===== config.mk =====
export PLATFORM = sky130hd
export DESIGN_NAME = pgm_power_good
export DESIGN_NICKNAME = d
export VERILOG_FILES = /design/src/pgm_pkg.sv /design/src/pgm_power_good.sv /design/src/pgm_pg_debounce.sv /design/src/pgm_irq.sv
export SDC_FILE = /design/constraint.sdc
export NUM_CORES = 1
export LEC_CHECK = 0
export ABC_AREA = 1
export BUFFER_PORTS_ARGS = -buffer_cell sky130_fd_sc_hd__buf_2
export CAP_MARGIN = 20
export CORE_ASPECT_RATIO = 1.5
export CORE_UTILIZATION = 45
export CTS_CLUSTER_DIAMETER = 80
export DETAILED_ROUTE_END_ITERATION = 8
export MAX_ROUTING_LAYER = met4
export PLACE_DENSITY = 0.61
export REMOVE_ABC_BUFFERS = 1
export SETUP_SLACK_MARGIN = 0.15
export SLEW_MARGIN = 25
export SYNTH_ARGS = -nofsm -noshare
export SYNTH_HDL_FRONTEND = slang
export SYNTH_HIERARCHICAL = 1
export SYNTH_SLANG_ARGS = --single-unit
export TNS_END_PERCENT = 20

===== constraint.sdc =====
create_clock -name clk_sys_i -period 3.36 [get_ports clk_sys_i]
set_input_delay 0 -clock clk_sys_i [delete_from_list [all_inputs] [get_ports clk_sys_i]]
set_output_delay 0 -clock clk_sys_i [all_outputs]
set_load 0.01 [all_outputs]

===== src/pgm_pkg.sv =====
// constants, register map and types of the power-good flag masking block
// assumes a 25 MHz system clock and a 32-bit classic wishbone register bus
package pgm_pkg;

   localparam int NUM_FLAGS = 8;
   typedef logic [NUM_FLAGS-1:0] pgm_flag_t;

   localparam int REG_W = 8;
   localparam int WB_ADR_W = 10;
   localparam int WB_DAT_W = 32;

   // register indices; byte address is four times the index
   localparam logic [7:0] IDX_DEB_CFG = 8'h2d;
   localparam logic [7:0] IDX_FLAG_MASK = 8'h7b;
   localparam logic [7:0] IDX_FIRST_MASK = 8'h7c;
   localparam logic [7:0] IDX_STATE = 8'h7d;
   localparam logic [7:0] IDX_IRQ_STAT = 8'h7e;
   localparam logic [7:0] IDX_IRQ_MASK = 8'h7f;
   localparam logic [7:0] IDX_FLAG_SEEN = 8'h7a;
   localparam logic [7:0] IDX_DROP_CAUSE = 8'h79;

   // debounce configuration fields
   localparam int DEB_FIRST_LSB = 6;
   localparam int DEB_SECOND_LSB = 4;
   localparam int DEB_ALL_BIT = 3;

   // values after reset
   localparam logic [7:0] RST_DEB_CFG = 8'h00;
   localparam logic [7:0] RST_FLAG_MASK = 8'hff;
   localparam logic [7:0] RST_FIRST_MASK = 8'hff;
   localparam logic [7:0] RST_IRQ_MASK = 8'h00;

   // state register bits
   localparam int ST_FIRST = 0;
   localparam int ST_SECOND = 1;

   // interrupt status bits
   localparam int NUM_IRQ = 4;
   localparam int IRQ_FIRST_FALL = 0;
   localparam int IRQ_FIRST_RISE = 1;
   localparam int IRQ_SECOND_FALL = 2;
   localparam int IRQ_SECOND_RISE = 3;

   // debounce times per code, in microseconds
   localparam longint CLK_HZ = 25000000;
   localparam longint DEB_US_0 = 10;
   localparam longint DEB_US_1 = 1000;
   localparam longint DEB_US_2 = 10000;
   localparam longint DEB_US_3 = 100000;
   localparam int DEB_CYC_0 = int'((DEB_US_0 * CLK_HZ + 999999) / 1000000);
   localparam int DEB_CYC_1 = int'((DEB_US_1 * CLK_HZ + 999999) / 1000000);
   localparam int DEB_CYC_2 = int'((DEB_US_2 * CLK_HZ + 999999) / 1000000);
   localparam int DEB_CYC_3 = int'((DEB_US_3 * CLK_HZ + 999999) / 1000000);
   localparam int DEB_CNT_W = 22;

endpackage : pgm_pkg


===== src/pgm_power_good.sv =====
// power-good flag masking: two debounced power-good outputs from flags
// assumes flags arrive asynchronously from protection logic; registers
// are reached over classic wishbone on clk_sys_i
//
// Functional notes
// clearing mask bit 0, 1 or 2 drops the switch, load and local over-voltage flag from the second output.
// clearing mask bit 3 or 4 drops the under-voltage or secondary over-current flag from the second output.
// clearing mask bit 5, 6 or 7 drops the primary over-current flags or the soft-start flag from the second output.
// the first output and its status bit rise only after the debounce time chosen by config bits 7:6.
// the second output and its status bit rise only after the debounce time chosen by config bits 5:4.
// with config bit 3 set, every flag not masked out may move the second output.
// an output falls while any counted flag is active and rises after all stay clear for the debounce time.
`timescale 1ns/1ns
`default_nettype none
module pgm_power_good #(
   parameter int DEB_CYC_0 = pgm_pkg::DEB_CYC_0,
   parameter int DEB_CYC_1 = pgm_pkg::DEB_CYC_1,
   parameter int DEB_CYC_2 = pgm_pkg::DEB_CYC_2,
   parameter int DEB_CYC_3 = pgm_pkg::DEB_CYC_3
) (
   input wire logic clk_sys_i,
   input wire logic rst_n_i,
   input wire logic wb_cyc_i,
   input wire logic wb_stb_i,
   input wire logic wb_we_i,
   input wire logic [pgm_pkg::WB_ADR_W-1:0] wb_adr_i,
   input wire logic [3:0] wb_sel_i,
   input wire logic [pgm_pkg::WB_DAT_W-1:0] wb_dat_i,
   output logic [pgm_pkg::WB_DAT_W-1:0] wb_dat_o,
   output logic wb_ack_o,
   input wire pgm_pkg::pgm_flag_t flags_i,
   output logic power_good_first_o,
   output logic power_good_second_o,
   output logic irq_o
);
   import pgm_pkg::*;

   // refuse debounce counts the per-output debounce counters cannot serve
   localparam longint DEB_MAX = longint'(1) << DEB_CNT_W;
   localparam bit DEB_LOW = DEB_CYC_0 < 1 || DEB_CYC_1 < 1 ||
      DEB_CYC_2 < 1 || DEB_CYC_3 < 1;
   localparam bit DEB_HIGH = DEB_CYC_0 >= DEB_MAX ||
      DEB_CYC_1 >= DEB_MAX || DEB_CYC_2 >= DEB_MAX ||
      DEB_CYC_3 >= DEB_MAX;

   if (DEB_LOW) begin : g_deb_low
      $error("debounce counts must be at least one cycle");
   end

   if (DEB_HIGH) begin : g_deb_high
      $error("debounce counts exceed the counter width");
   end

   // ------------------------------------------------------------------
   // flag synchroniser
   pgm_flag_t flag_meta_q, flag_sync_q;
   pgm_flag_t flag_meta_d, flag_sync_d;

   always_comb begin
      flag_meta_d = flags_i;
      flag_sync_d = flag_meta_q;
   end

   always_ff @(posedge clk_sys_i or negedge rst_n_i) begin
      if (!rst_n_i) begin
         flag_meta_q <= '0;
         flag_sync_q <= '0;
      end else begin
         flag_meta_q <= flag_meta_d;
         flag_sync_q <= flag_sync_d;
      end
   end

   // ------------------------------------------------------------------
   // bus decode
   logic [7:0] bus_idx;
   logic bus_req;
   logic bus_wr;
   logic wr_deb_cfg, wr_flag_mask, wr_first_mask;
   logic wr_irq_stat, wr_irq_mask, wr_flag_seen;
   logic [7:0] wdata;

   assign bus_idx = wb_adr_i[9:2];
   assign bus_req = wb_cyc_i & wb_stb_i;
   assign wdata = wb_dat_i[7:0];

   // write takes effect at the edge where the master sees ack
   assign bus_wr = bus_req & wb_we_i & wb_ack_o & wb_sel_i[0];
   assign wr_deb_cfg = bus_wr & (bus_idx == IDX_DEB_CFG);
   assign wr_flag_mask = bus_wr & (bus_idx == IDX_FLAG_MASK);
   assign wr_first_mask = bus_wr & (bus_idx == IDX_FIRST_MASK);
   assign wr_irq_stat = bus_wr & (bus_idx == IDX_IRQ_STAT);
   assign wr_irq_mask = bus_wr & (bus_idx == IDX_IRQ_MASK);
   assign wr_flag_seen = bus_wr & (bus_idx == IDX_FLAG_SEEN);

   // ------------------------------------------------------------------
   // configuration registers
   logic [7:0] deb_cfg_q, deb_cfg_d;
   pgm_flag_t flag_mask_q, flag_mask_d;
   pgm_flag_t first_mask_q, first_mask_d;

   always_comb begin
      deb_cfg_d = wr_deb_cfg ? wdata : deb_cfg_q;
      flag_mask_d = wr_flag_mask ? wdata : flag_mask_q;
      first_mask_d = wr_first_mask ? wdata : first_mask_q;
   end

   always_ff @(posedge clk_sys_i or negedge rst_n_i) begin
      if (!rst_n_i) begin
         deb_cfg_q <= RST_DEB_CFG;
         flag_mask_q <= RST_FLAG_MASK;
         first_mask_q <= RST_FIRST_MASK;
      end else begin
         deb_cfg_q <= deb_cfg_d;
         flag_mask_q <= flag_mask_d;
         first_mask_q <= first_mask_d;
      end
   end

   // ------------------------------------------------------------------
   // fault evaluation
   pgm_flag_t first_count, second_count;
   logic first_fault, second_fault;
   logic [1:0] first_sel, second_sel;

   always_comb begin
      first_count = flag_sync_q & first_mask_q;
      // a cleared mask bit removes its flag from the second output
      second_count = flag_sync_q & flag_mask_q;
      if (!deb_cfg_q[DEB_ALL_BIT]) begin
         // only flags also counted by the first output move the second
         second_count = second_count & first_mask_q;
      end
      // set: any flag not ignored may move the second output
      first_fault = |first_count;
      second_fault = |second_count;
   end

   assign first_sel = deb_cfg_q[DEB_FIRST_LSB +: 2];
   assign second_sel = deb_cfg_q[DEB_SECOND_LSB +: 2];

   logic pg_first, pg_second;

   pgm_pg_debounce #(
      .CNT_W(DEB_CNT_W),
      .CYC_0(DEB_CYC_0),
      .CYC_1(DEB_CYC_1),
      .CYC_2(DEB_CYC_2),
      .CYC_3(DEB_CYC_3)
   ) u_deb_first (
      .clk_sys_i(clk_sys_i),
      .rst_n_i(rst_n_i),
      .fault_i(first_fault),
      .sel_i(first_sel),
      .pg_o(pg_first)
   );

   pgm_pg_debounce #(
      .CNT_W(DEB_CNT_W),
      .CYC_0(DEB_CYC_0),
      .CYC_1(DEB_CYC_1),
      .CYC_2(DEB_CYC_2),
      .CYC_3(DEB_CYC_3)
   ) u_deb_second (
      .clk_sys_i(clk_sys_i),
      .rst_n_i(rst_n_i),
      .fault_i(second_fault),
      .sel_i(second_sel),
      .pg_o(pg_second)
   );

   assign power_good_first_o = pg_first;
   assign power_good_second_o = pg_second;

   // ------------------------------------------------------------------
   // edge tracking, seen flags and drop cause
   logic pg_first_q, pg_first_d;
   logic pg_second_q, pg_second_d;
   pgm_flag_t seen_q, seen_d;
   pgm_flag_t cause_q, cause_d;
   logic [NUM_IRQ-1:0] irq_event;
   logic [NUM_IRQ-1:0] irq_clr;

   always_comb begin
      pg_first_d = pg_first;
      pg_second_d = pg_second;
      // hardware set wins over software clear
      seen_d = (seen_q & ~(wr_flag_seen ? wdata : 8'h00)) | flag_sync_q;
      cause_d = cause_q;
      if (second_fault && pg_second) begin
         cause_d = second_count;
      end
      irq_event = '0;
      irq_event[IRQ_FIRST_FALL] = pg_first_q & ~pg_first;
      irq_event[IRQ_FIRST_RISE] = ~pg_first_q & pg_first;
      irq_event[IRQ_SECOND_FALL] = pg_second_q & ~pg_second;
      irq_event[IRQ_SECOND_RISE] = ~pg_second_q & pg_second;
      irq_clr = wr_irq_stat ? wdata[NUM_IRQ-1:0] : '0;
   end

   always_ff @(posedge clk_sys_i or negedge rst_n_i) begin
      if (!rst_n_i) begin
         pg_first_q <= 1'b0;
         pg_second_q <= 1'b0;
         seen_q <= '0;
         cause_q <= '0;
      end else begin
         pg_first_q <= pg_first_d;
         pg_second_q <= pg_second_d;
         seen_q <= seen_d;
         cause_q <= cause_d;
      end
   end

   logic [NUM_IRQ-1:0] irq_stat, irq_mask;

   pgm_irq #(
      .N(NUM_IRQ)
   ) u_irq (
      .clk_sys_i(clk_sys_i),
      .rst_n_i(rst_n_i),
      .event_i(irq_event),
      .clr_i(irq_clr),
      .mask_we_i(wr_irq_mask),
      .mask_wdata_i(wdata[NUM_IRQ-1:0]),
      .status_o(irq_stat),
      .mask_o(irq_mask),
      .irq_o(irq_o)
   );

   // ------------------------------------------------------------------
   // bus answer: ack one cycle after request, data registered with it
   logic ack_q, ack_d;
   logic [WB_DAT_W-1:0] rdata_q, rdata_d;
   logic [7:0] rsel;

   always_comb begin
      case (bus_idx)
         IDX_DEB_CFG: rsel = deb_cfg_q;
         IDX_FLAG_MASK: rsel = flag_mask_q;
         IDX_FIRST_MASK: rsel = first_mask_q;
         IDX_STATE: begin
            rsel = 8'h00;
            rsel[ST_FIRST] = pg_first;
            rsel[ST_SECOND] = pg_second;
         end
         IDX_IRQ_STAT: rsel = {{(8 - NUM_IRQ){1'b0}}, irq_stat};
         IDX_IRQ_MASK: rsel = {{(8 - NUM_IRQ){1'b0}}, irq_mask};
         IDX_FLAG_SEEN: rsel = seen_q;
         IDX_DROP_CAUSE: rsel = cause_q;
         default: rsel = 8'h00;
      endcase
      ack_d = bus_req & ~ack_q;
      rdata_d = rdata_q;
      if (bus_req && !ack_q) begin
         rdata_d = {24'h000000, rsel};
      end
   end

   always_ff @(posedge clk_sys_i or negedge rst_n_i) begin
      if (!rst_n_i) begin
         ack_q <= 1'b0;
         rdata_q <= '0;
      end else begin
         ack_q <= ack_d;
         rdata_q <= rdata_d;
      end
   end

   assign wb_ack_o = ack_q;
   assign wb_dat_o = rdata_q;

endmodule : pgm_power_good
`default_nettype wire


===== src/pgm_pg_debounce.sv =====
// on-debounce of one power-good output
// assumes fault_i is already synchronous to clk_sys_i
`timescale 1ns/1ns
`default_nettype none
module pgm_pg_debounce #(
   parameter int CNT_W = 22,
   parameter int CYC_0 = 250,
   parameter int CYC_1 = 25000,
   parameter int CYC_2 = 250000,
   parameter int CYC_3 = 2500000
) (
   input wire logic clk_sys_i,
   input wire logic rst_n_i,
   input wire logic fault_i,
   input wire logic [1:0] sel_i,
   output logic pg_o
);
   import pgm_pkg::*;

   logic [CNT_W-1:0] cnt_q, cnt_d;
   logic pg_q, pg_d;
   logic [CNT_W-1:0] limit;

   always_comb begin
      case (sel_i)
         2'h0: limit = CNT_W'(CYC_0);
         2'h1: limit = CNT_W'(CYC_1);
         2'h2: limit = CNT_W'(CYC_2);
         default: limit = CNT_W'(CYC_3);
      endcase
   end

   always_comb begin
      cnt_d = cnt_q;
      pg_d = pg_q;
      if (fault_i) begin
         cnt_d = '0;
         pg_d = 1'b0;
      end else if (!pg_q) begin
         if (cnt_q + CNT_W'(1) >= limit) begin
            pg_d = 1'b1;
         end else begin
            cnt_d = cnt_q + CNT_W'(1);
         end
      end
   end

   always_ff @(posedge clk_sys_i or negedge rst_n_i) begin
      if (!rst_n_i) begin
         cnt_q <= '0;
         pg_q <= 1'b0;
      end else begin
         cnt_q <= cnt_d;
         pg_q <= pg_d;
      end
   end

   assign pg_o = pg_q;

endmodule : pgm_pg_debounce
`default_nettype wire


===== src/pgm_irq.sv =====
// sticky event status, write-one-to-clear, with mask and level interrupt
// assumes event and clear pulses come from logic on clk_sys_i
`timescale 1ns/1ns
`default_nettype none
module pgm_irq #(
   parameter int N = 4
) (
   input wire logic clk_sys_i,
   input wire logic rst_n_i,
   input wire logic [N-1:0] event_i,
   input wire logic [N-1:0] clr_i,
   input wire logic mask_we_i,
   input wire logic [N-1:0] mask_wdata_i,
   output logic [N-1:0] status_o,
   output logic [N-1:0] mask_o,
   output logic irq_o
);
   import pgm_pkg::*;

   logic [N-1:0] stat_q, stat_d;
   logic [N-1:0] mask_q, mask_d;
   logic irq_q, irq_d;

   always_comb begin
      // a new event wins over a clear in the same cycle
      stat_d = (stat_q & ~clr_i) | event_i;
      mask_d = mask_we_i ? mask_wdata_i : mask_q;
      irq_d = |(stat_d & mask_d);
   end

   always_ff @(posedge clk_sys_i or negedge rst_n_i) begin
      if (!rst_n_i) begin
         stat_q <= '0;
         mask_q <= N'(RST_IRQ_MASK);
         irq_q <= 1'b0;
      end else begin
         stat_q <= stat_d;
         mask_q <= mask_d;
         irq_q <= irq_d;
      end
   end

   assign status_o = stat_q;
   assign mask_o = mask_q;
   assign irq_o = irq_q;

endmodule : pgm_irq
`default_nettype wire


### Yosys cells after proc, flatten, opt, wreduce, memory -nomap -nowiden

Index checks and enable logic that the tools add are counted.

* register bits after elaboration: 122
* latch bits: 0
* memory bits (writable): 0
* ROM bits: 0
* bits of input ports: 59
* output and inout port bits: 36
* logic and storage cells: 97
* memories kept: 0

* add/subtract/negate cells: 2
* multipliers: 0
* divide/modulo/power cells: 0
* order comparisons: 2
* eq/ne operators: 16
* shift operators: 0
* multiplexer cells: 19
* bitwise logic cells: 30
* reduce and logical (&&, ||, !) cells: 10

Operator list (count)
* two-way mux 22 bit: 6
* case mux 22 bit (3 select lines): 2
* case mux 8 bit (8 select lines): 1
* == test 8 x 7 -> 1 bit, second input constant: 7
* adder 22 x 1 -> 22 bit, second input constant: 2
* greater-or-equal comparator 22 bit: 2
* bitwise AND 8 bit: 4
* two-way mux 8 bit: 2
* OR reduction 8 bit: 2
* bitwise AND 1 bit: 15
* bitwise AND 4 bit: 2
* == test 8 x 6 -> 1 bit, second input constant: 1
* two-way mux 4 bit: 2
* != test 2 bit, second input constant: 4
* inverter 8 bit: 1
* bitwise OR 8 bit: 1
* two-way mux 1 bit: 6
* inverter 1 bit: 5
* == test 2 x 1 -> 1 bit, second input constant: 2
* == test 2 bit, second input constant: 2
* logical NOT 2 bit: 2
* inverter 4 bit: 1
* bitwise OR 4 bit: 1
* AND reduction 2 bit: 2
* other kinds (3): 4

### Logic depth before layout (Yosys ltp)

* word-level depth: 11
* depth in mapped cells: 23
* depth with buffers taken out: 22

### Cells and area by module

The synthesis kept the hierarchy.

By module, submodules not included
* pgm_power_good: instances 1, cells each 411, area an instance 3418.3 µm², seq. area each 1696.6 µm²
* pgm_pg_debounce at u_deb_second: instances 1, cells each 301, area an instance 2170.8 µm², seq. area each 575.6 µm²
* pgm_pg_debounce at u_deb_first: instances 1, cells each 300, area an instance 2093.3 µm², seq. area each 575.6 µm²
* pgm_irq: instances 1, cells each 47, area an instance 377.9 µm², seq. area each 225.2 µm²

### Least setup slack after synthesis

No wires, ideal clock.

* kind: reg2reg
* start: register u_deb_second.cnt_q[0]
* end: register u_deb_second.cnt_q[0]
* library setup time: 0.118 ns
* data arrival time: 2.556 ns
* slack: 0.686 ns
* cell stages (with the launch flop): 22
* cell sequence: dfrtp_1 ha_1 inv_1 nor2_1 nand3_1 nor3_1 xor2_1 ha_1 nand2_1 nor2_1 nand2_1 nor2_1 nand3_1 nor2_1 nand2_1 nand2_1 nand2_1 nand2_2 inv_4 buf_4 nand4_1 nand2_1

* cells in the longest elaborated chain, start to end: 4
* elaborated cells on any way between the ends: 7

RTL lines
* start, declared: line pgm_pg_debounce.sv:20 `logic [CNT_W-1:0] cnt_q, cnt_d;`
* start signal, assigned: line pgm_pg_debounce.sv:53 `cnt_q <= cnt_d;`
* adder 22 x 1 -> 22 bit (*): line pgm_pg_debounce.sv:40, pgm_pg_debounce.sv:43
* greater-or-equal comparator 22 bit or two-way mux 22 bit (tied branches): line pgm_pg_debounce.sv:40 `if (cnt_q + CNT_W'(1) >= limit) begin`
* != test 2 bit (no source line) or two-way mux 22 bit (tied branches)
* AND reduction 2 bit (no source line) or two-way mux 22 bit (tied branches)

Every way passes the cells marked *; elsewhere a longest branch is shown, timed or not. The select of a mux whose other input is x is not followed.
A chain may end at the register's enable or synchronous reset.

### Worst setup path after layout

* start: register u_deb_first.cnt_q[0]
* end: register u_deb_first.cnt_q[20]

* cells in the longest elaborated chain, start to end: 4
* elaborated cells on any way between the ends: 7

RTL lines (line)
* start, declared: pgm_pg_debounce.sv:20
* start signal, assigned: pgm_pg_debounce.sv:53
* adder 22 x 1 -> 22 bit (*): pgm_pg_debounce.sv:40, pgm_pg_debounce.sv:43
* greater-or-equal comparator 22 bit or two-way mux 22 bit (tied branches): pgm_pg_debounce.sv:40
* != test 2 bit (no source line) or two-way mux 22 bit (tied branches)
* AND reduction 2 bit (no source line) or two-way mux 22 bit (tied branches)

Marks and branches as above.

==> flow_summary_export.csv <==
group,metric,value,unit
finish,drive_above_1_share,17.1,%
grt,grt_pass1_wl,33200,um
finish,fillers,1678,
clock_network,clk_pin_slew_worst_paths,60,ps
yosys,netlist_instances,1059,
timing,skew,9.21,ps
grt,track_usage,23.3,%
drt,drt-total-wl,19900,um
floorplanning,num_io_pins,95,
grt,grt_start_max_net_pins,84,
placement,dp_hpwl,14400,um
worst_setup_path,rr_endpoint,"u_deb_first/cnt_q[20]",
finish,final_common_cell,"nand2_1",
power_and_ir_drop,pwr-share-clk,44.5,%
drt,drt_iter0_drc,322,
timing,final_hold_viol_count,0,
grt,grt-ovfl-total,0,
drt,routed.top_layer,"met4",
yosys,syn-mean-instance-area,7.61,um2
yosys,yosys_register_bits,122,
power_and_ir_drop,switchingPower,0.00126,W
finish,nets,1238,
worst_setup_path,required,3730,ps
grt,antenna_found_initial,0,
drt,num_vias,6931,
placement,dpl_cell_area,0.00835,mm2
timing,period_share,90.6,%
worst_setup_path,timing.rr.start,"u_deb_first/cnt_q[0]",
drt,dr_wl_met2,10600,um
timing,slew_headroom,47.4,%
finish,final_cell_mix,"nand2_1 (304), nand3_1 (122), inv_1 (109)",
drt,drcViolationCount,5,
clock_network,cts_tree,"yes",
yosys,synth_edf_count,0,
hold_path,min-delay-start,"wb_stb_i",
power_and_ir_drop,pwr-share-comb,15.7,%
placement,io_buffers,41,
finish,diodes,0,
hold_path,hold_path_class,"input port to flip-flop",
worst_setup_path,worst_setup_path_start_kind,"flip-flop",
timing,setup_viol,0,
clock_network,clkLatencyLatePin,430,ps
worst_setup_path,crit_path_max_fanout,15,
yosys,synth_cell_types,42,
run,drv_cap,0,
power_and_ir_drop,leakagePower,4.93,nW
timing,period_minus_slack,3040,ps
worst_setup_path,crit_type,"flip-flop to flip-flop",
yosys,yosysSeqAreaShare,38.1,%
worst_setup_path,end_kind,"flip-flop",
floorplanning,die-width,111,um
power_and_ir_drop,vdd_drop_max,0.323,mV
hold_path,whs_path_depth,4,
floorplanning,core,0.0174,mm2
clock_network,ctsRootBufferMaster,"clkbuf_16",
yosys,yosysWarnings,6,
drt,wl_met3,668,um
worst_setup_path,worstPathArrival,3410,ps
finish,largestRegisters,"u_deb_first/cnt_q: 22 flops, u_deb_second/cnt_q: 22 flops",
timing,rsz0062_at_grt,"true",
timing,tightest_slew,789,ps
clock_network,clock_path_buffers,2,
finish,multi_input_area,0.00429,mm2
floorplanning,rows,59,
hold_path,whs_endpoint,"wb_ack_o",
yosys,synthesis.area,0.00806,mm2
worst_setup_path,regToRegSetupSlack,320,ps
status,status,"finished, violations left",
timing,tns,0,ps
floorplanning,die-area,0.0185,mm2
clock_network,cts_sinks,122,
power_and_ir_drop,total_power,0.00403,W
drt,wl_met1,8100,um
floorplanning,start_util,46.3,%
status,violations,"DRC",
power_and_ir_drop,swShare,31.2,%
power_and_ir_drop,power_frac_seq,39.8,%
floorplanning,die_h,166,um
drt,drtAntennaViolNets,0,
drt,viasPerCell,5.09,
worst_setup_path,reg2reg_depth,16,
power_and_ir_drop,power.internal,0.00278,W
clock_network,htreeDepth,4,
clock_network,cts_buffers,17,
finish,seqCellArea,0.00308,mm2
yosys,ys.flop_type,"dfrtp_1",
yosys,async_reset_ff_share,100,%
finish,fin_area,0.00926,mm2
placement,gp_congestion,0.904,
finish,synthToLayoutAreaGrowth,14.9,%
drt,first_pass_iters,7,
power_and_ir_drop,powerDensity,436,mW/mm2
timing,max_freq,0.329,GHz
drt,detail_route.wl_per_cell,14.6,um
timing,slew_violations,0,
grt,grt_pass1_vias,6810,
## Yosys cell counts, types with 4 or more instances
cell type / number / share of area, %
a21o_1: 4 / 0.37
a21oi_1: 12 / 0.75
buf_2: 4 / 0.25
buf_4: 35 / 3.3
buf_6: 6 / 0.84
clkbuf_1: 6 / 0.28
dfrtp_1: 106 / 33
dfstp_2: 16 / 5.2
ha_1: 44 / 6.8
inv_1: 109 / 5.1
inv_2: 9 / 0.42
nand2_1: 307 / 14
nand2_2: 15 / 1.2
nand2_4: 5 / 0.70
nand3_1: 122 / 7.6
nand3_2: 11 / 1.4
nand4_1: 51 / 4.0
nor2_1: 78 / 3.6
nor2_2: 7 / 0.54
nor2_4: 12 / 1.7
nor3_1: 8 / 0.50
o21a_1: 15 / 1.4
o21ai_0: 4 / 0.25
o21ai_1: 17 / 1.1
o21bai_1: 7 / 0.65
xnor2_1: 10 / 1.1
xor2_1: 16 / 1.7
## per-layer routing
| layer | up-vias | GRT usage [%] |
|---|---|---|
| li1 | 3526 | - |
| met1 | 3206 | 25.7 |
| met2 | 152 | 41.9 |
| met3 | 47 | 3.10 |
| met4 | 0 | 9.75 |
| met5 | - | - |
## stage by stage
stage / cells / hold WS, ps / setup WS, ps / util, %
after floorplan: 1028 / -296 / 596 / -
after global placement: 1299 / 109 / 295 / 47.9
after detailed placement: 1299 / 109 / 286 / 47.9
after CTS: 1348 / 21.0 / 262 / 52.2
after global routing: 1361 / 64.3 / 32.5 / 53.2
final: 1361 / 29.9 / 317 / 53.2
## cells by family (layout without fill, tap and decap cells)
| group | count (synthesis) | after routing | share of synthesized area [%] |
|---|---|---|---|
| adder cells (fa/ha/maj) | 44 | 44 | 6.83 |
| AND/OR/NAND/NOR | 627 | 628 | 36.6 |
| buffers and inverters | 175 | 240 | 10.6 |
| AO/OA/AOI/OAI | 64 | 64 | 4.91 |
| flip-flops | 122 | 122 | 38.1 |
| other | 1 | 24 | 0.0465 |
| XOR/XNOR | 26 | 26 | 2.83 |
## area by class of cell
cell class	instances	share of cell area, %
Multi-Input combinational cell	786	46.3
Inverter	121	4.93
Clock inverter	15	1.58
Clock buffer	17	4.59
Timing Repair Buffer	87	6.51
Sequential cell	122	33.2
Tap cell	213	2.88
## how the worst max path moves through the flow
| stage | start | end | slack [ps] | cells after the start |
|---|---|---|---|---|
| 2_1_floorplan | u_deb_second/cnt_q[0] | u_deb_second/cnt_q[17] | 600 | 21 |
| 3_3_place_gp | u_deb_second/cnt_q[8] | u_deb_second/cnt_q[0] | 290 | 21 |
| 3_5_place_dp | u_deb_second/cnt_q[8] | u_deb_second/cnt_q[6] | 290 | 21 |
| 4_1_cts | u_deb_second/cnt_q[8] | u_deb_second/cnt_q[6] | 260 | 21 |
| 5_1_grt | u_deb_first/cnt_q[0] | u_deb_first/cnt_q[5] | 30 | 22 |
| 6_report | u_deb_first/cnt_q[0] | u_deb_first/cnt_q[20] | 320 | 16 |
## critical path, stage by stage (launching register included)
cell and delay, ps:
dfrtp_1 410, ha_1 170, nand3_1 100, nor2_2 150, nand4_1 200, buf_4 210
nor4_1 240, xor2_1 270, ha_1 270, nand2_1 60, inv_1 30, nand2_1 90
nor3_2 50, nand2_2 220, buf_4 290, nand4_1 120, nand2_1 90
## power groups by stage
stage	logic, W	registers [W]	clock network [W]
2_1_floorplan	0.000362	0.00161	0
3_3_place_gp	0.000532	0.00163	0
3_5_place_dp	0.000535	0.00163	0
4_1_cts	0.000553	0.00161	0.00183
5_1_grt	0.000711	0.00161	0.00189
6_report	0.000633	0.00161	0.00179
## timing repair
item / CTS / global route
setup endpoints to repair: 0 / 46
resized for setup: 0 / 16
hold endpoints to repair: 115 / 0
hold buffers: 17 / 0
setup buffers: 0 / 12
(Power assumes the default switching activity.)
